<file path="config.mk">
export PLATFORM = sky130hd
export DESIGN_NAME = hswc_core
export DESIGN_NICKNAME = d
export VERILOG_FILES = /design/src/design/hswc_wake_eval.v /design/src/design/hswc_settle_timer.v /design/src/design/hswc_core.v
export VERILOG_INCLUDE_DIRS = /design/src /design/src/include
export SDC_FILE = /design/constraint.sdc
export NUM_CORES = 1
export LEC_CHECK = 0
export ABC_AREA = 1
export BUFFER_PORTS_ARGS = -buffer_cell sky130_fd_sc_hd__buf_4
export CORE_MARGIN = 4
export CORE_UTILIZATION = 51
export CTS_CLUSTER_SIZE = 16
export DETAILED_ROUTE_END_ITERATION = 12
export GPL_ROUTABILITY_DRIVEN = 0
export PLACE_DENSITY = 0.75
export SLEW_MARGIN = 20
export SYNTH_ARGS = -nofsm -noshare
export SYNTH_HDL_FRONTEND = slang
export SYNTH_HIERARCHICAL = 1
export SYNTH_SLANG_ARGS = --single-unit
</file>
<file path="constraint.sdc">
create_clock -name clock_in -period 2.65 [get_ports clock_in]
set_input_delay 0.3975 -clock clock_in [delete_from_list [all_inputs] [get_ports clock_in]]
set_output_delay 0.3975 -clock clock_in [all_outputs]
set_load 0.02 [all_outputs]
</file>
<file path="src/include/hswc_defs.vh">
// Constants for the halt / clock stop wake controller.
// Assumes a single 100 MHz clock; included by bare name.
`ifndef HSWC_DEFS_VH
`define HSWC_DEFS_VH

// ------------------------------------------------------------
// Wake operand bit positions (halt and stop share the layout)
// ------------------------------------------------------------
`define HSWC_SEL_PORT      0
`define HSWC_SEL_TIMER     1
`define HSWC_SEL_RSVD      2
`define HSWC_SEL_IRQ       3
`define HSWC_SEL_USED_MASK 4'hb

// ------------------------------------------------------------
// Controller states
// ------------------------------------------------------------
`define HSWC_ST_RUN        2'h0
`define HSWC_ST_HALT       2'h1
`define HSWC_ST_STOP       2'h2
`define HSWC_ST_SETTLE     2'h3

// ------------------------------------------------------------
// Wake cause codes, one-hot: port, timer, interrupt
// ------------------------------------------------------------
`define HSWC_CAUSE_NONE    3'h0
`define HSWC_CAUSE_PORT    3'h1
`define HSWC_CAUSE_TIMER   3'h2
`define HSWC_CAUSE_IRQ     3'h4

// ------------------------------------------------------------
// Reset values
// ------------------------------------------------------------
`define HSWC_RST_SEL       4'h0
`define HSWC_RST_VEC       4'h0

// ------------------------------------------------------------
// Timing: clock period and settle prescaler tick
// ------------------------------------------------------------
`define HSWC_CLK_PERIOD_NS 10
`define HSWC_TICK_US       10
`define HSWC_TICK_CYC      ((`HSWC_TICK_US * 1000) / `HSWC_CLK_PERIOD_NS)
// Settling times in prescaler ticks per clock selection
`define HSWC_TSET0_TICKS   16
`define HSWC_TSET1_TICKS   32
`define HSWC_TSET2_TICKS   64
`define HSWC_TSET3_TICKS   128

`endif

</file>
<file path="src/design/hswc_wake_eval.v">
// Combinational wake evaluation for halt and clock stop.
// Assumes request/permit flags and port levels are synchronous.
`timescale 1ns/1ps
`include "hswc_defs.vh"

module hswc_wake_eval #(
   parameter NIRQ = 12
) (
   // Selection and mode
   input  wire [3:0]      sel_in,
   input  wire            stop_mode_in,
   // Sources
   input  wire [3:0]      wake_port_inputs_in,
   input  wire [3:0]      port_adc_mode_in,
   input  wire            base_timer_carry_flag_in,
   input  wire [NIRQ-1:0] irq_request_flag_in,
   input  wire [NIRQ-1:0] irq_permit_flag_in,
   input  wire            global_irq_on_in,
   // Results
   output reg             wake_out,
   output reg  [2:0]      cause_out,
   output reg             irq_take_out,
   output reg  [3:0]      vec_idx_out
);

   // ---------------------------------------------------------
   // Per-source pending: request and permit both set
   // ---------------------------------------------------------
   wire [NIRQ-1:0] pend;
   genvar g;
   generate
      for (g = 0; g < NIRQ; g = g + 1) begin : g_pend
         assign pend[g] = irq_request_flag_in[g] & irq_permit_flag_in[g];
      end
   endgenerate

   // ---------------------------------------------------------
   // Source hits and priority pick (lowest index wins)
   // ---------------------------------------------------------
   reg port_hit;
   reg tmr_hit;
   reg irq_hit;
   integer i;
   always @* begin
      // Pins on the converter never wake the core
      port_hit = sel_in[`HSWC_SEL_PORT] &
                 (|(wake_port_inputs_in & ~port_adc_mode_in));
      tmr_hit  = sel_in[`HSWC_SEL_TIMER] & base_timer_carry_flag_in;
      // Stop ignores the global enable; halt needs acceptance
      irq_hit  = sel_in[`HSWC_SEL_IRQ] & (|pend) &
                 (stop_mode_in | global_irq_on_in);
      // Any one selected source suffices
      wake_out = port_hit | tmr_hit | irq_hit;
      cause_out = {irq_hit, tmr_hit, port_hit};
      // Only a halt wake branches to a vector
      irq_take_out = irq_hit & ~stop_mode_in;
      vec_idx_out  = `HSWC_RST_VEC;
      for (i = NIRQ - 1; i >= 0; i = i - 1) begin
         if (pend[i]) begin
            vec_idx_out = i[3:0];
         end
      end
   end

endmodule

</file>
<file path="src/design/hswc_settle_timer.v">
// Post-stop settling wait: prescaler plus tick counter.
// Assumes start is a one-cycle pulse while the timer is idle.
`timescale 1ns/1ps
`include "hswc_defs.vh"

module hswc_settle_timer #(
   parameter        TICK_CYC = `HSWC_TICK_CYC,
   parameter [15:0] TSET0    = `HSWC_TSET0_TICKS,
   parameter [15:0] TSET1    = `HSWC_TSET1_TICKS,
   parameter [15:0] TSET2    = `HSWC_TSET2_TICKS,
   parameter [15:0] TSET3    = `HSWC_TSET3_TICKS
) (
   // Clock, reset, enable
   input  wire       clock_in,
   input  wire       sys_rst_in,
   input  wire       clk_en_in,
   // Control
   input  wire       start_in,
   input  wire [1:0] clk_sel_in,
   // Status
   output reg        done_out
);

   localparam [15:0] TICK_LAST = TICK_CYC[15:0] - 16'h0001;

   reg        busy;
   reg [15:0] pre_cnt;
   reg [15:0] tick_cnt;
   reg [15:0] target;
   reg [15:0] next_target;

   // ---------------------------------------------------------
   // Half of the selected settling time
   // ---------------------------------------------------------
   always @* begin
      case (clk_sel_in)
         2'h0:    next_target = {1'b0, TSET0[15:1]};
         2'h1:    next_target = {1'b0, TSET1[15:1]};
         2'h2:    next_target = {1'b0, TSET2[15:1]};
         default: next_target = {1'b0, TSET3[15:1]};
      endcase
   end

   // ---------------------------------------------------------
   // Count restarted oscillator through the prescaler
   // ---------------------------------------------------------
   always @(posedge clock_in) begin
      if (sys_rst_in) begin
         busy     <= 1'b0;
         pre_cnt  <= 16'h0000;
         tick_cnt <= 16'h0000;
         target   <= 16'h0000;
         done_out <= 1'b0;
      end else if (clk_en_in) begin
         done_out <= 1'b0;
         if (start_in) begin
            busy     <= 1'b1;
            pre_cnt  <= 16'h0000;
            tick_cnt <= 16'h0000;
            target   <= next_target;
         end else if (busy) begin
            if (pre_cnt == TICK_LAST) begin
               pre_cnt  <= 16'h0000;
               tick_cnt <= tick_cnt + 16'h0001;
            end else begin
               pre_cnt <= pre_cnt + 16'h0001;
            end
            // A zero target still waits one prescaler tick
            if ((pre_cnt == TICK_LAST) &&
                (tick_cnt + 16'h0001 >= target)) begin
               busy     <= 1'b0;
               done_out <= 1'b1;
            end
         end
      end
   end

endmodule

</file>
<file path="src/design/hswc_core.v">
// Halt and clock stop wake controller for a 4-bit core.
// Assumes the instruction sequencer issues one-cycle execute pulses
// and holds interrupt request and permit flags outside this block.
`timescale 1ns/1ps
`include "hswc_defs.vh"

module hswc_core #(
   parameter        NIRQ     = 12,
   parameter        TICK_CYC = `HSWC_TICK_CYC,
   parameter [15:0] TSET0    = `HSWC_TSET0_TICKS,
   parameter [15:0] TSET1    = `HSWC_TSET1_TICKS,
   parameter [15:0] TSET2    = `HSWC_TSET2_TICKS,
   parameter [15:0] TSET3    = `HSWC_TSET3_TICKS
) (
   // Clock, reset, enable
   input  wire            clock_in,
   input  wire            sys_rst_in,
   input  wire            clk_en_in,
   // Instruction sequencer requests
   input  wire            halt_exec_in,
   input  wire            stop_exec_in,
   input  wire [3:0]      operand_in,
   // Wake sources
   input  wire [3:0]      wake_port_inputs_in,
   input  wire [3:0]      port_adc_mode_in,
   input  wire            base_timer_carry_flag_in,
   input  wire [NIRQ-1:0] irq_request_flag_in,
   input  wire [NIRQ-1:0] irq_permit_flag_in,
   input  wire            global_irq_on_in,
   input  wire [1:0]      base_timer_clk_sel_in,
   // Reset sources that release stop, and chip-enable inputs that turn stop into a no-op
   input  wire            por_in,
   input  wire            ce_reset_in,
   input  wire            ce_pin_in,
   input  wire            ce_counter_running_in,
   // Power and clock control
   output reg             osc_enable_out,
   output reg             periph_clk_on_out,
   output reg             cpu_clk_on_out,
   output reg             pfd_enable_out,
   // State and events towards the sequencer
   output reg             halted_out,
   output reg             stopped_out,
   output reg             resume_out,
   output reg             irq_branch_out,
   output reg  [3:0]      irq_vector_idx_out,
   output reg  [2:0]      wake_cause_out,
   output reg             stop_as_nop_out,
   output reg             chip_enable_counter_active_flag_out
);

   // ---------------------------------------------------------
   // State and latched operand
   // ---------------------------------------------------------
   reg [1:0] state;
   reg [1:0] next_state;
   reg [3:0] wake_sel;
   reg [3:0] next_wake_sel;
   reg       ce_prev;

   // Wake evaluation results
   wire       wake_hit;
   wire [2:0] wake_cause;
   wire       wake_irq_take;
   wire [3:0] wake_vec;
   wire       settle_done;

   // Stop turns into a no-op at a chip-enable rise or counter run
   wire ce_rise  = ce_pin_in & ~ce_prev;
   wire stop_nop = ce_rise | ce_counter_running_in;

   // Reset sources that alone can end an all-zero stop
   wire stop_reset = por_in | ce_reset_in;

   // ---------------------------------------------------------
   // Wake evaluation; stop mode drops the global-enable term
   // ---------------------------------------------------------
   hswc_wake_eval #(
      .NIRQ(NIRQ)
   ) u_eval (
      .sel_in                   (wake_sel),
      .stop_mode_in             (state == `HSWC_ST_STOP),
      .wake_port_inputs_in      (wake_port_inputs_in),
      .port_adc_mode_in         (port_adc_mode_in),
      .base_timer_carry_flag_in (base_timer_carry_flag_in),
      .irq_request_flag_in      (irq_request_flag_in),
      .irq_permit_flag_in       (irq_permit_flag_in),
      .global_irq_on_in         (global_irq_on_in),
      .wake_out                 (wake_hit),
      .cause_out                (wake_cause),
      .irq_take_out             (wake_irq_take),
      .vec_idx_out              (wake_vec)
   );

   // ---------------------------------------------------------
   // Settling wait after a stop wake
   // ---------------------------------------------------------
   hswc_settle_timer #(
      .TICK_CYC (TICK_CYC),
      .TSET0    (TSET0),
      .TSET1    (TSET1),
      .TSET2    (TSET2),
      .TSET3    (TSET3)
   ) u_settle (
      .clock_in   (clock_in),
      .sys_rst_in (sys_rst_in),
      .clk_en_in  (clk_en_in),
      .start_in   ((state == `HSWC_ST_STOP) & wake_hit & ~stop_reset),
      .clk_sel_in (base_timer_clk_sel_in),
      .done_out   (settle_done)
   );

   // ---------------------------------------------------------
   // Next-state logic
   // ---------------------------------------------------------
   always @* begin
      next_state    = state;
      next_wake_sel = wake_sel;
      case (state)
         `HSWC_ST_RUN: begin
            if (halt_exec_in) begin
               // Reserved bit 2 is dropped so it can never wake
               next_wake_sel = operand_in & `HSWC_SEL_USED_MASK;
               next_state    = `HSWC_ST_HALT;
            end else if (stop_exec_in && !stop_nop) begin
               // Reserved bit 2 is dropped here too; three operand bits are wake enables
               next_wake_sel = operand_in & `HSWC_SEL_USED_MASK;
               next_state    = `HSWC_ST_STOP;
            end
         end
         `HSWC_ST_HALT: begin
            // Flags are sampled live, so a request that is still set
            // after a late clear ends the halt on its first cycle
            if (wake_hit) begin
               next_state = `HSWC_ST_RUN;
            end
         end
         `HSWC_ST_STOP: begin
            // Zero operand never wakes; only resets leave
            if (stop_reset) begin
               next_state = `HSWC_ST_RUN;
            end else if (wake_hit) begin
               next_state = `HSWC_ST_SETTLE;
            end
         end
         default: begin
            if (stop_reset) begin
               next_state = `HSWC_ST_RUN;
            end else if (settle_done) begin
               next_state = `HSWC_ST_RUN;
            end
         end
      endcase
   end

   // ---------------------------------------------------------
   // State registers and chip-enable edge history
   // ---------------------------------------------------------
   always @(posedge clock_in) begin
      if (sys_rst_in) begin
         state    <= `HSWC_ST_RUN;
         wake_sel <= `HSWC_RST_SEL;
         ce_prev  <= 1'b0;
      end else if (clk_en_in) begin
         state    <= next_state;
         wake_sel <= next_wake_sel;
         ce_prev  <= ce_pin_in;
      end
   end

   // ---------------------------------------------------------
   // Clock and power controls, registered from the next state.
   // Peripherals keep their clock in halt; only the core pauses.
   // ---------------------------------------------------------
   always @(posedge clock_in) begin
      if (sys_rst_in) begin
         osc_enable_out    <= 1'b1;
         periph_clk_on_out <= 1'b1;
         cpu_clk_on_out    <= 1'b1;
         pfd_enable_out    <= 1'b1;
         halted_out        <= 1'b0;
         stopped_out       <= 1'b0;
      end else if (clk_en_in) begin
         // Oscillator runs again as soon as settling starts
         osc_enable_out    <= (next_state != `HSWC_ST_STOP);
         // No system clock for anyone while stopped or settling
         periph_clk_on_out <= (next_state == `HSWC_ST_RUN) |
                              (next_state == `HSWC_ST_HALT);
         cpu_clk_on_out    <= (next_state == `HSWC_ST_RUN);
         // Detector off so memory can be kept at low supply
         pfd_enable_out    <= (next_state != `HSWC_ST_STOP) &
                              (next_state != `HSWC_ST_SETTLE);
         halted_out        <= (next_state == `HSWC_ST_HALT) |
                              (next_state == `HSWC_ST_SETTLE);
         stopped_out       <= (next_state == `HSWC_ST_STOP) |
                              (next_state == `HSWC_ST_SETTLE);
      end
   end

   // ---------------------------------------------------------
   // Wake events and cause reporting towards the sequencer
   // ---------------------------------------------------------
   always @(posedge clock_in) begin
      if (sys_rst_in) begin
         resume_out         <= 1'b0;
         irq_branch_out     <= 1'b0;
         irq_vector_idx_out <= `HSWC_RST_VEC;
         wake_cause_out     <= `HSWC_CAUSE_NONE;
         stop_as_nop_out    <= 1'b0;
      end else if (clk_en_in) begin
         resume_out      <= 1'b0;
         irq_branch_out  <= 1'b0;
         stop_as_nop_out <= 1'b0;
         if (state == `HSWC_ST_RUN && !halt_exec_in &&
             stop_exec_in && stop_nop) begin
            // Treated as a plain no-op; the core just moves on
            stop_as_nop_out <= 1'b1;
         end
         if (state == `HSWC_ST_HALT && wake_hit) begin
            wake_cause_out <= wake_cause;
            if (wake_irq_take) begin
               // Accepted interrupt branches to its vector
               irq_branch_out     <= 1'b1;
               irq_vector_idx_out <= wake_vec;
            end else begin
               resume_out <= 1'b1;
            end
         end
         if (state == `HSWC_ST_STOP && wake_hit && !stop_reset) begin
            // Stop wake never branches; it resumes after settling
            wake_cause_out <= wake_cause;
         end
         if (state == `HSWC_ST_SETTLE && settle_done && !stop_reset) begin
            resume_out <= 1'b1;
         end
      end
   end

   // ---------------------------------------------------------
   // Chip-enable counter status, readable by software
   // ---------------------------------------------------------
   always @(posedge clock_in) begin
      if (sys_rst_in) begin
         chip_enable_counter_active_flag_out <= 1'b0;
      end else if (clk_en_in) begin
         chip_enable_counter_active_flag_out <=
            ce_counter_running_in;
      end
   end

endmodule

</file>
* Word level (Yosys, flattened, before mapping)
Cells that the tools add are included.
** Cells by class
- $add $sub $neg :: 2
- $mul :: 0
- Divide/modulo/power cells :: 0
- Magnitude comparators :: 1
- Equality and inequality tests :: 11
- Shifts and indexed selects :: 0
- Mux-type cells :: 43
- Bitwise gates (word level) :: 34
- Reductions and logical operators :: 28
** Operators with widths (number)
- 16-bit two-way mux :: 6
- 4-bit two-way mux :: 14
- 16-bit by 1-bit adder with 16-bit output (second input constant) :: 2
- 1-bit AND :: 21
- 7-bit one-hot mux with 3 select lines :: 1
- 16-bit by 10-bit equality test with 1-bit output (second input constant) :: 1
- 16-bit greater-or-equal comparator :: 1
- 2-bit two-way mux :: 7
- 1-bit two-way mux :: 12
- 12-bit OR reduction :: 1
- 2-bit equality test (second input constant) :: 5
- 1-bit logical AND :: 10
- 3-bit AND reduction :: 3
- 1-bit OR :: 8
- 2-bit nonzero test :: 4
- 2-bit by 1-bit equality test with 1-bit output (second input constant) :: 3
- 2-bit zero test :: 3
- 3-bit two-way mux :: 2
- 2-bit one-hot mux with 3 select lines :: 1
- 2-bit AND reduction :: 3
- 4-bit AND :: 1
- 2-bit inequality test (second input constant) :: 2
- 4-bit inverter :: 1
- 4-bit OR reduction :: 1
- other kinds (2) :: 6
** Word-level totals
- Bits in registers :: 74
- Latch bits :: 0
- Bits in writable memories :: 0
- Memory bits (read-only) :: 0
- Input bits :: 49
- Output and inout bits :: 17
- Logic and storage cells :: 139
- Memories :: 0

* Longest topological paths before layout
Gate-level depths: netlist of the first run.
- Depth in word-level cells :: 13
- Depth in mapped cells :: 19
- Gate-level depth less buffers :: 19

* Hierarchy
The synthesis of the first run kept the hierarchy.
** Modules (own cells, without submodules)
- hswc_settle_timer :: times used 1, cells an instance 303, area an instance 2114.5 µm², seq. area each 760.7 µm²
- hswc_core :: times used 1, cells an instance 132, area an instance 965.9 µm², seq. area each 440.4 µm²
- hswc_wake_eval :: times used 1, cells an instance 59, area an instance 280.3 µm², seq. area each 0.0 µm²

* Least setup slack after synthesis of the first run
OpenSTA, ideal clock, no wires.
- Path type :: reg2reg
- From :: register state[0]
- To :: register u_settle.pre_cnt[14]
- Setup time :: 0.116 ns
- Data arrival time :: 2.371 ns
- Required time :: 2.534 ns
- Slack :: 0.163 ns
- Stages on the path, launching flop included :: 18
- Buffers on the path :: 0
- Clock period less this slack :: 2.487 ns
- Cell sequence :: dfxtp_1 -> nor2_2 -> or2_1 -> nand3_1 -> nand2_1 -> inv_1 -> nor2_1 -> nand2_4 -> nand2_4 -> inv_4 -> nor2_4 -> nand2_2 -> nor2_4 -> nand2_2 -> nor3_4 -> nand2_1 -> xor2_1 -> nor2_2
** On the way
- Longest elaborated chain between the ends :: 8
- Elaborated cells between the ends (all ways) :: 9
- Those cells by class :: eq/ne (1); mux (1); bitwise (5); reduce/logical (2)
** Ends and longest elaborated chain
- from (decl) :: line hswc_core.v:55 : reg [1:0] state;
- from (signal assigned) :: line hswc_core.v:161 : state <= `HSWC_ST_RUN;
- from (signal assigned) :: line hswc_core.v:165 : state <= next_state;
- 2-bit equality test *
- 1-bit OR * :: line hswc_wake_eval.v:51 : (stop_mode_in | global_irq_on_in);
- 1-bit AND * :: line hswc_wake_eval.v:50 : irq_hit = sel_in[`HSWC_SEL_IRQ] & (|pend) &
- 1-bit OR * :: line hswc_wake_eval.v:53 : wake_out = port_hit | tmr_hit | irq_hit;
- via wake_hit :: line hswc_core.v:62 : wire wake_hit;
- 1-bit AND * (2 in series) :: line hswc_core.v:108 : .start_in ((state == `HSWC_ST_STOP) & wake_hit & ~stop_reset),
- 2-bit nonzero test (no source line)
- 2-bit AND reduction (no source line)
- to (signal assigned) :: line hswc_settle_timer.v:66 : pre_cnt <= pre_cnt + 16'h0001;
- to (decl) :: line hswc_settle_timer.v:27 : reg [15:0] pre_cnt;
The timed path passes the listed nets; every way through them passes the cells marked *.
A chain may end at the register's enable or synchronous reset.

* Worst setup path in the final report of the first run
- From :: register state[1]
- To :: register u_settle.pre_cnt[14]
Same word-level chain as after synthesis.

==> flow_summary.toml, run 1 <==
[floorplan]
rows = 29
die_x_um = 89.13
die_y_um = 89.13
core_sq_um = 6386
dieArea_sq_um = 7944
boundaryPins = 66
start_util_pct = 52.57

[route]
dr.pass1.iters = 4
wl_um = 7801
wl_per_cell_um = 12.08
route.detailed.drc = 0
drtIter0Drc = 114
dr_total_vias = 3369
routed_via_density = 5.215
final_antenna_net_count = 0

[cells_and_area]
design_area_sq_um = 4138
n_antenna_cell = 0
final_cells = 646
syn_to_final_growth_pct = 23.26
fillers = 585
regArea_sq_um = 1201
multi_input_area_sq_um = 1838
layout_commonest_cell = "nand2_1"
drive_gt1_share_pct = 23.37
fin_nets = 619
final_cell_mix = "nand2_1 (115), buf_4 (71), inv_1 (60), dfxtp_1 (60), nor2_1 (45)"

[sta]
finClkSkew_ns = 0.01145
hold_ws_ns = 0.3360
period_share_pct = 90.21
tightest_slew_ns = 0.4089
relSlewSlack_pct = 72.71
hold_viol = 0
final_max_slew_viol_count = 0
fmax_ghz = 0.4183
setup_viol_count_final = 0
worst_slack_ns = 0.2595
min_period_ns = 2.391

[run]
maxCapViolCount = 0

[setup_path]
cp.arrival_ns = 2.63
criticalPathCategory = "reg -> reg"
critical_path.max_fanout = 6
worstPathRequired_ns = 2.88
cp-end-kind = "register"
startpoint_type = "register"

[global_routing]
grt_pass1_vias = 3225
grt_pass1_wl_um = 13320
antenna_found_initial = 0
grt_overflow_total = 0
grt_start_max_net_pins = 22
grtUsageTotal_pct = 21.06

[power]
power.density_nw_per_um2 = 470.0
p_leak_nw = 1.833
ir_drop_mv = 0.3525

[min_path]
worstHoldPathType = "in -> reg"

[clock_network]
htree_levels = 3
root_buffer = "clkbuf_8"
cts_tree = "yes"
cts_buffers = 9
clk_latency_ns = 0.34
path_clk_slew_ns = 0.07
cts_buffer_depth = 2
clkSinkCount = 60

[place]
place_ws_ns = 0.06250
dp_hpwl_um = 6043
placed_area_sq_um = 3925
dp.cells = 630
io_buffers = 64

[synth]
syn_area_per_cell_sq_um = 6.809
syn_nets = 548
syn_area_sq_um = 3357
synth_cells = 493
ys_warn_count = 6

[run_status]
status = "complete, no violations"
-- critical path: stages, from the launching register on --
cell and delay [ns]:
dfxtp_1 0.36, inv_2 0.06, nor2_4 0.13, or2_1 0.13, nand3_1 0.12, nand2_1 0.16, inv_1 0.08, nor2_2 0.18
nand2_4 0.08, nand2_4 0.11, inv_4 0.06, nor2_4 0.09, nand2_2 0.08, nor2_4 0.12, nand2_2 0.07, nor3_4 0.16
nand2_1 0.09, xor2_1 0.17, nor2_2 0.04
-- worst paths after layout --
path,start,endpoint,slack (ns),cells after the start
setup / recovery,state[1],u_settle/pre_cnt[14],0.26,18
hold / removal,ce_counter_running_in,chip_enable_counter_active_flag_out,0.34,3
setup reg to reg,state[1],u_settle/pre_cnt[14],0.26,18
hold reg to reg,ce_prev,ce_prev,0.46,2
-- routing by layer --
layer  vias up  global-route usage [%]  part of all wire [%]
met3        12                   5.253                   5.5
li1       1755                       -                     -
met1      1536                   23.90                    44
met4         0                   6.089                   1.2
met2        66                   38.78                    50
met5         -                       0                     0
-- metrics by stage --
| stage | util [%] | TNS (ns) | power [mW] |
|---|---|---|---|
| 6_report | 64.79 | 0 | 1.945 |
| 5_1_grt | 64.79 | -0.005969 | 2.033 |
| 3_5_place_dp | 61.46 | 0 | 1.132 |
| 4_1_cts | 64.64 | 0 | 1.967 |
| 2_1_floorplan | - | 0 | 1.040 |
| 3_3_place_gp | 61.46 | 0 | 1.128 |
-- registers in the layout, summed over array words and instances, names as in the netlist, 2 cells and up --
| signal | cells |
|---|---|
| wake_cause_out | 3 |
| u_settle/target | 4 |
| u_settle/pre_cnt | 16 |
| u_settle/tick_cnt | 16 |
| wake_sel | 3 |
| irq_vector_idx_out | 4 |
| state | 2 |
-- where the power goes --
group / switching, mW / internal, mW / total [mW] / leakage, nW
sequential: 0.00566 / 0.913 / 0.918 / 0.485
clock: 0.350 / 0.482 / 0.832 / 0.102
combinational: 0.104 / 0.0902 / 0.194 / 1.25
total: 0.460 / 1.49 / 1.94 / 1.83
-- area by class of cell --
class / count / share of cell area (%)
Inverter: 69 / 6.441
Clock inverter: 4 / 1.149
Multi-Input combinational cell: 353 / 44.42
Sequential cell: 60 / 29.03
Clock buffer: 12 / 3.750
Timing Repair Buffer: 71 / 12.88
Tap cell: 77 / 2.328
-- repair_timing --
action | 4_1_cts | 5_1_grt
endpoints found under the setup margin | 0 | 12
hold buffers | 0 | 0
buffers inserted | 0 | 0
resized for setup | 0 | 3
No activity file was read; power rests on OpenSTA's default activity.
==> run 2, diff against run 1 <==
--- a/config.mk
+++ b/config.mk
@@ -8,14 +8,12 @@
 export LEC_CHECK = 0
 export ABC_AREA = 1
 export BUFFER_PORTS_ARGS = -buffer_cell sky130_fd_sc_hd__buf_4
-export CORE_MARGIN = 4
 export CORE_UTILIZATION = 51
 export CTS_CLUSTER_SIZE = 16
 export DETAILED_ROUTE_END_ITERATION = 12
 export GPL_ROUTABILITY_DRIVEN = 0
-export PLACE_DENSITY = 0.75
+export PLACE_DENSITY = 0.74
 export SLEW_MARGIN = 20
 export SYNTH_ARGS = -nofsm -noshare
 export SYNTH_HDL_FRONTEND = slang
-export SYNTH_HIERARCHICAL = 1
 export SYNTH_SLANG_ARGS = --single-unit
==> run 2 against run 1 <==
Final cell count rose by 7.4%. Maximum frequency rose by 4.3%. Clock power fell by 2%. Worst hold slack got worse by 0.039 ns. Non-clock buffer count fell by 6. Cell area rose by 2.5%. Count of clock-buffer cells in the layout fell by 2. Combinational power rose by 10%. Global-route usage rose by 4.0 points. Power rose by 0.66%. Area after synthesis rose by 5.7%. Critical endpoint is now u_settle.busy. Largest power group unchanged. Highest routed layer unchanged.
==> flow_summary.toml, run 2 <==
[sta]
tightest_slew_ns = 0.4366
period_share_pct = 86.53
setup_viol_count_final = 0
min_period_ns = 2.293
final_max_slew_viol_count = 0
tns_ns = 0
fmax_ghz = 0.4361
finClkSkew_ns = 0.01171
hold_viol = 0
rsz0062_at_grt = "no"
relSlewSlack_pct = 70.79

[min_path]
worstHoldPathType = "in -> reg"
hold_path_end = "chip_enable_counter_active_flag_out"
hold_start = "ce_counter_running_in"
min_path_cells = 3

[synth]
synth_common_cells = "nand2_1 (148), nor2_1 (71), dfxtp_1 (60)"
synth.most_common_cell = "nand2_1"
synthFlopType = "dfxtp_1"
synth_top_area_share_pct = 33.85
synth_cells = 550
ys_warn_count = 0
synth_cell_types = 37
syn_area_sq_um = 3548
syn_nets = 605
synth_enable_flop_cells = 0
ys_ff_latch = 60
syn_area_per_cell_sq_um = 6.452
synthArstFlopShare_pct = 0
yosysSeqAreaShare_pct = 33.85
synth.largest_area_cell = "dfxtp_1"
yosys-top-cells-area = "dfxtp_1 (34%), nand2_1 (16%), nand3_1 (7.6%)"

[setup_path]
cp-end-kind = "register"
cp.depth = 16
startpoint_type = "register"
ff2ff_path_depth = 16
criticalPathCategory = "reg -> reg"
critPathTopFamily = "simple AND/OR/NAND/NOR gates"
r2r_slack_ns = 0.36
cp.arrival_ns = 2.57
worstPathRequired_ns = 2.92
slowest_stage = "dfxtp_1"
crit_top_cell = "nand2_1"
critical_path.max_fanout = 7
cpPeakStageDelay_ns = 0.36
critPathBufInv = 1
crit-reg2reg-launch = "u_settle.tick_cnt[1]"
r2r_end = "u_settle.busy"
crit_path_cell_trace = "ha_1, nand2_1, nor2_2, xor2_1, ha_1, nand2_1, inv_1, nand2_1, nand3_1, nand2_1, nand3_1, nor2_1, nand3_1, nand2_1, nand2_1, a21oi_1"

[global_routing]
use_met3_pct = 6.518
grt_pass1_wl_um = 14920
use_met2_pct = 41.67
antenna_found_initial = 0
grtUsageTotal_pct = 25.09
grt_start_max_net_pins = 28
busiest_layer = "met2"
gr-usage-met1_pct = 31.73
grt_overflow_total = 0
grt_pass1_vias = 3451

[floorplan]
rows = 30
dieArea_sq_um = 7295
core_sq_um = 6756
die_y_um = 85.41
boundaryPins = 66
start_util_pct = 52.52
die_x_um = 85.41

[route]
dr.pass1.iters = 6
drtIter0Drc = 238
wl_per_cell_um = 12.30
dr_total_vias = 3692
route.detailed.drc = 0
final_antenna_net_count = 0
routed_via_density = 5.320
wl_um = 8536

[cells_and_area]
layout_commonest_cell = "nand2_1"
syn_to_final_growth_pct = 19.50
n_antenna_cell = 0
drive_gt1_share_pct = 16.45
fin_util_pct = 62.76
final_cell_mix = "nand2_1 (148), nor2_1 (71), buf_4 (65), dfxtp_1 (60), inv_1 (58)"
fin_nets = 665
reg.largest.list = "u_settle.pre_cnt (16), u_settle.tick_cnt (16)"

[clock_network]
cts_buffers = 9
root_buffer = "clkbuf_8"
clkSinkCount = 60
path_clk_slew_ns = 0.07
clk_latency_ns = 0.34
cts_post_setup_buffers_inserted = 0
ctsHoldBuffers = 0
cts_buffer_depth = 2
cts-resized-gates = 0
cts_tree = "yes"
htree_levels = 3

[place]
dp_hpwl_um = 6349
io_buffers = 64

[run_status]
status = "complete, no violations"

[power]
netSwitchingPower_uw = 493.8
power.density_nw_per_um2 = 461.7
combPwrFrac_pct = 10.9
p_int_mw = 1.464
pwr-share-seq_pct = 47.5
finalPower_mw = 1.958
clockPowerShare_pct = 41.5
ir_drop_mv = 0.3547
p_leak_nw = 1.919
p_sw_share_pct = 25.22

[run]
maxCapViolCount = 0
[run 2: cell count changes in the layout (fill, tap and decap cells not counted), moves of 3 or more]
cell and change:
a211oi_1 -5, a21oi_1 -4, a32o_1 -3, buf_4 -6, inv_2 -3, nand2_1 +33
nand2_2 -10, nand3_1 +21, nor2_1 +26, nor2_2 -9, nor2_4 -5, o21ai_0 +15
o22ai_1 -8, xor2_1 +7
[run 2: cell type report]
| type | instances | area (sq um) |
|---|---|---|
| Multi-Input combinational cell | 411 | 2022 |
| Timing Repair Buffer | 65 | 488.0 |
| Clock buffer | 10 | 137.6 |
| Inverter | 63 | 239.0 |
| Sequential cell | 60 | 1201 |
| Clock inverter | 5 | 52.55 |
| Fill cell | 648 | 2516 |
| Tap cell | 80 | 100.1 |
[run 2: worst max-delay path by stage]
stage / startpoint / endpoint / slack, ns
3_5_place_dp: u_settle.tick_cnt[0] / u_settle.busy / 0.36
3_3_place_gp: u_settle.tick_cnt[0] / u_settle.busy / 0.45
4_1_cts: u_settle.tick_cnt[0] / u_settle.busy / 0.34
5_1_grt: u_settle.tick_cnt[1] / u_settle.busy / 0.05
2_1_floorplan: u_settle.tick_cnt[0] / u_settle.busy / 0.71
6_report: u_settle.tick_cnt[1] / u_settle.busy / 0.36
[run 2: kinds of logic after synthesis]
| group | Yosys count | synth area share (%) |
|---|---|---|
| xor+xnor | 13 | 3.209 |
| flops | 60 | 33.85 |
| compound gates | 74 | 11.35 |
| simple gates | 318 | 40.30 |
| buf+inv | 79 | 9.168 |
| fa+ha+maj | 6 | 2.116 |
[run 2: metrics by stage]
stage / area, sq um / instances / hold slack, ns / setup slack (ns)
3_5_place_dp: 4050 / 679 / 0.4490 / 0.3615
4_1_cts: 4240 / 694 / 0.2986 / 0.3371
2_1_floorplan: 3548 / 550 / 0.4338 / 0.7087
5_1_grt: 4240 / 694 / 0.3058 / 0.05401
6_report: 4240 / 694 / 0.2966 / 0.3570
3_3_place_gp: 4050 / 679 / 0.4433 / 0.4546
[run 2: metal layers]
metal / vias to the layer above / part of all wire (%)
li1: 1898 / -
met3: 17 / 5.7
met2: 100 / 47
met1: 1677 / 46
met4: 0 / 1.6
met5: - / 0
[run 2: worst min-delay path, cell delays in order]
cell	delay, ns
buf_4	0.08
nor2_1	0.03
nor2_1	0.08
[run 2: power groups by stage]
stage / registers, mW / clock network, mW / logic [mW]
final: 0.930 / 0.813 / 0.214
after global routing: 0.932 / 0.870 / 0.239
after CTS: 0.930 / 0.823 / 0.217
after detailed placement: 0.950 / 0 / 0.216
after global placement: 0.950 / 0 / 0.212
after floorplan: 0.961 / 0 / 0.110
==> run 3, diff against run 2 <==
==> constraint.sdc (replaced) <==
create_clock -name clock_in -period 2.65 [get_ports clock_in]
set_input_delay 0.53 -clock clock_in [delete_from_list [all_inputs] [get_ports clock_in]]
set_output_delay 0.53 -clock clock_in [all_outputs]
set_load 0.02 [all_outputs]
==> run 3 against run 2 <==
Core utilization rose by 0.39 points. Final cell count did not move. Power rose by 3.3%. Largest power group unchanged. Highest routed layer unchanged.
==> flow_summary.toml, run 3 (same netlist as run 2, synthesis figures left out) <==
[clock_network]
clkSinkCount = 60
clk_latency_ns = 0.33
ctsHoldBuffers = 0
cts_buffers = 9
cts-resized-gates = 0
path_clk_slew_ns = 0.07
cts_buffer_depth = 2
cts_tree = "yes"
root_buffer = "clkbuf_8"
htree_levels = 3
cts_post_setup_buffers_inserted = 0

[cells_and_area]
design_area_sq_um = 4267
syn_to_final_growth_pct = 20.24
fin_util_pct = 63.15
layout_commonest_cell = "nand2_1"
fin_nets = 666
reg.largest.list = "u_settle.pre_cnt (16), u_settle.tick_cnt (16)"
n_antenna_cell = 0
drive_gt1_share_pct = 16.45
final_cell_mix = "nand2_1 (148), nor2_1 (71), buf_4 (66), dfxtp_1 (60), inv_1 (58)"

[place]
io_buffers = 64
dp_hpwl_um = 6301
placed_area_sq_um = 4058

[route]
dr.pass1.iters = 4
routed_via_density = 5.255
final_antenna_net_count = 0
drtIter0Drc = 165
dr_total_vias = 3647
wl_per_cell_um = 12.39
wl_um = 8597
route.detailed.drc = 0

[sta]
setup_viol_count_final = 0
fmax_ghz = 0.4388
rsz0062_at_grt = "no"
tightest_slew_ns = 0.7033
tns_ns = 0
relSlewSlack_pct = 53.06
finClkSkew_ns = 0.009965
min_period_ns = 2.279
hold_viol = 0
final_max_slew_viol_count = 0
period_share_pct = 86.01

[setup_path]
cp-end-kind = "register"
critical_path.max_fanout = 5
criticalPathCategory = "reg -> reg"
cp.arrival_ns = 2.55
slowest_stage = "dfxtp_1"
worstPathRequired_ns = 2.92
crit_top_cell = "nand2_1"
cpPeakStageDelay_ns = 0.39
crit_path_cell_trace = "nand3_1, nor2_1, xor2_1, ha_1, nand2_1, inv_1, nand2_1, nand3_1, nand2_1, nand3_1, nor2_1, nand3_1, nand2_1, nand2_1, a21oi_1"
critPathTopFamily = "simple AND/OR/NAND/NOR gates"
startpoint_type = "register"
critPathBufInv = 1

[floorplan]
rows = 30
core_sq_um = 6756
boundaryPins = 66
die_x_um = 85.41
start_util_pct = 52.52
die_y_um = 85.41
dieArea_sq_um = 7295

[global_routing]
grt_pass1_vias = 3335
grt_overflow_total = 0
antenna_found_initial = 0
grtUsageTotal_pct = 25.02
grt_start_max_net_pins = 28
grt_pass1_wl_um = 14610

[power]
finalPower_mw = 2.022
p_leak_nw = 1.934
power.density_nw_per_um2 = 473.9
ir_drop_mv = 0.3640

[run_status]
status = "complete, no violations"

[min_path]
worstHoldPathType = "in -> reg"

[run]
maxCapViolCount = 0
[run 3: changes by cell type in the layout (fill, tap and decap cells not counted)]
cell | before | now
clkinv_2 | 3 | 0
clkinvlp_4 | 1 | 0
clkbuf_8 | 10 | 13
buf_4 | 65 | 66
[run 3: area by class of cell]
type	instances	area (sq um)
clock buffers	13	178.9
repair buffers	66	495.5
clock inverters	1	30.03
multi-input cells	411	2022
inverters	63	239.0
flip-flops and latches	60	1201
fillers	635	2490
well taps	80	100.1
[run 3: layer usage]
metal	track usage [%]	part of all wire [%]	vias to the layer above
met4	10.30	1.6	0
met3	4.669	5.0	12
met1	32.29	46	1642
met2	41.16	47	93
li1	-	-	1900
met5	0	0	-
[run 3: power by group]
part | switching [mW] | internal [mW]
clock | 0.350 | 0.527
combinational | 0.119 | 0.0961
sequential | 0.0117 | 0.919
total | 0.480 | 1.54
[run 3: final timing paths]
path                   startpoint              to  slack (ns)  depth (start not counted)
min reg2reg        pfd_enable_out  pfd_enable_out        0.46                          2
max reg2reg  u_settle.tick_cnt[2]   u_settle.busy        0.37                         15
max          u_settle.tick_cnt[2]   u_settle.busy        0.37                         15
min                 operand_in[1]     wake_sel[1]        0.45                          3
[run 3: worst min-delay path, stage by stage]
cell and delay, ns:
buf_4 0.08, o21ai_0 0.07, nor2_1 0.07
[run 3: stage by stage]
step	cells	worst slack, ns	hold WS (ns)
final	694	0.3708	0.4461
after global routing	694	0.1493	0.4646
after CTS	694	0.3823	0.4333
after detailed placement	680	0.4051	0.4552
after global placement	680	0.4440	0.4452
after floorplan	550	0.7087	0.4338
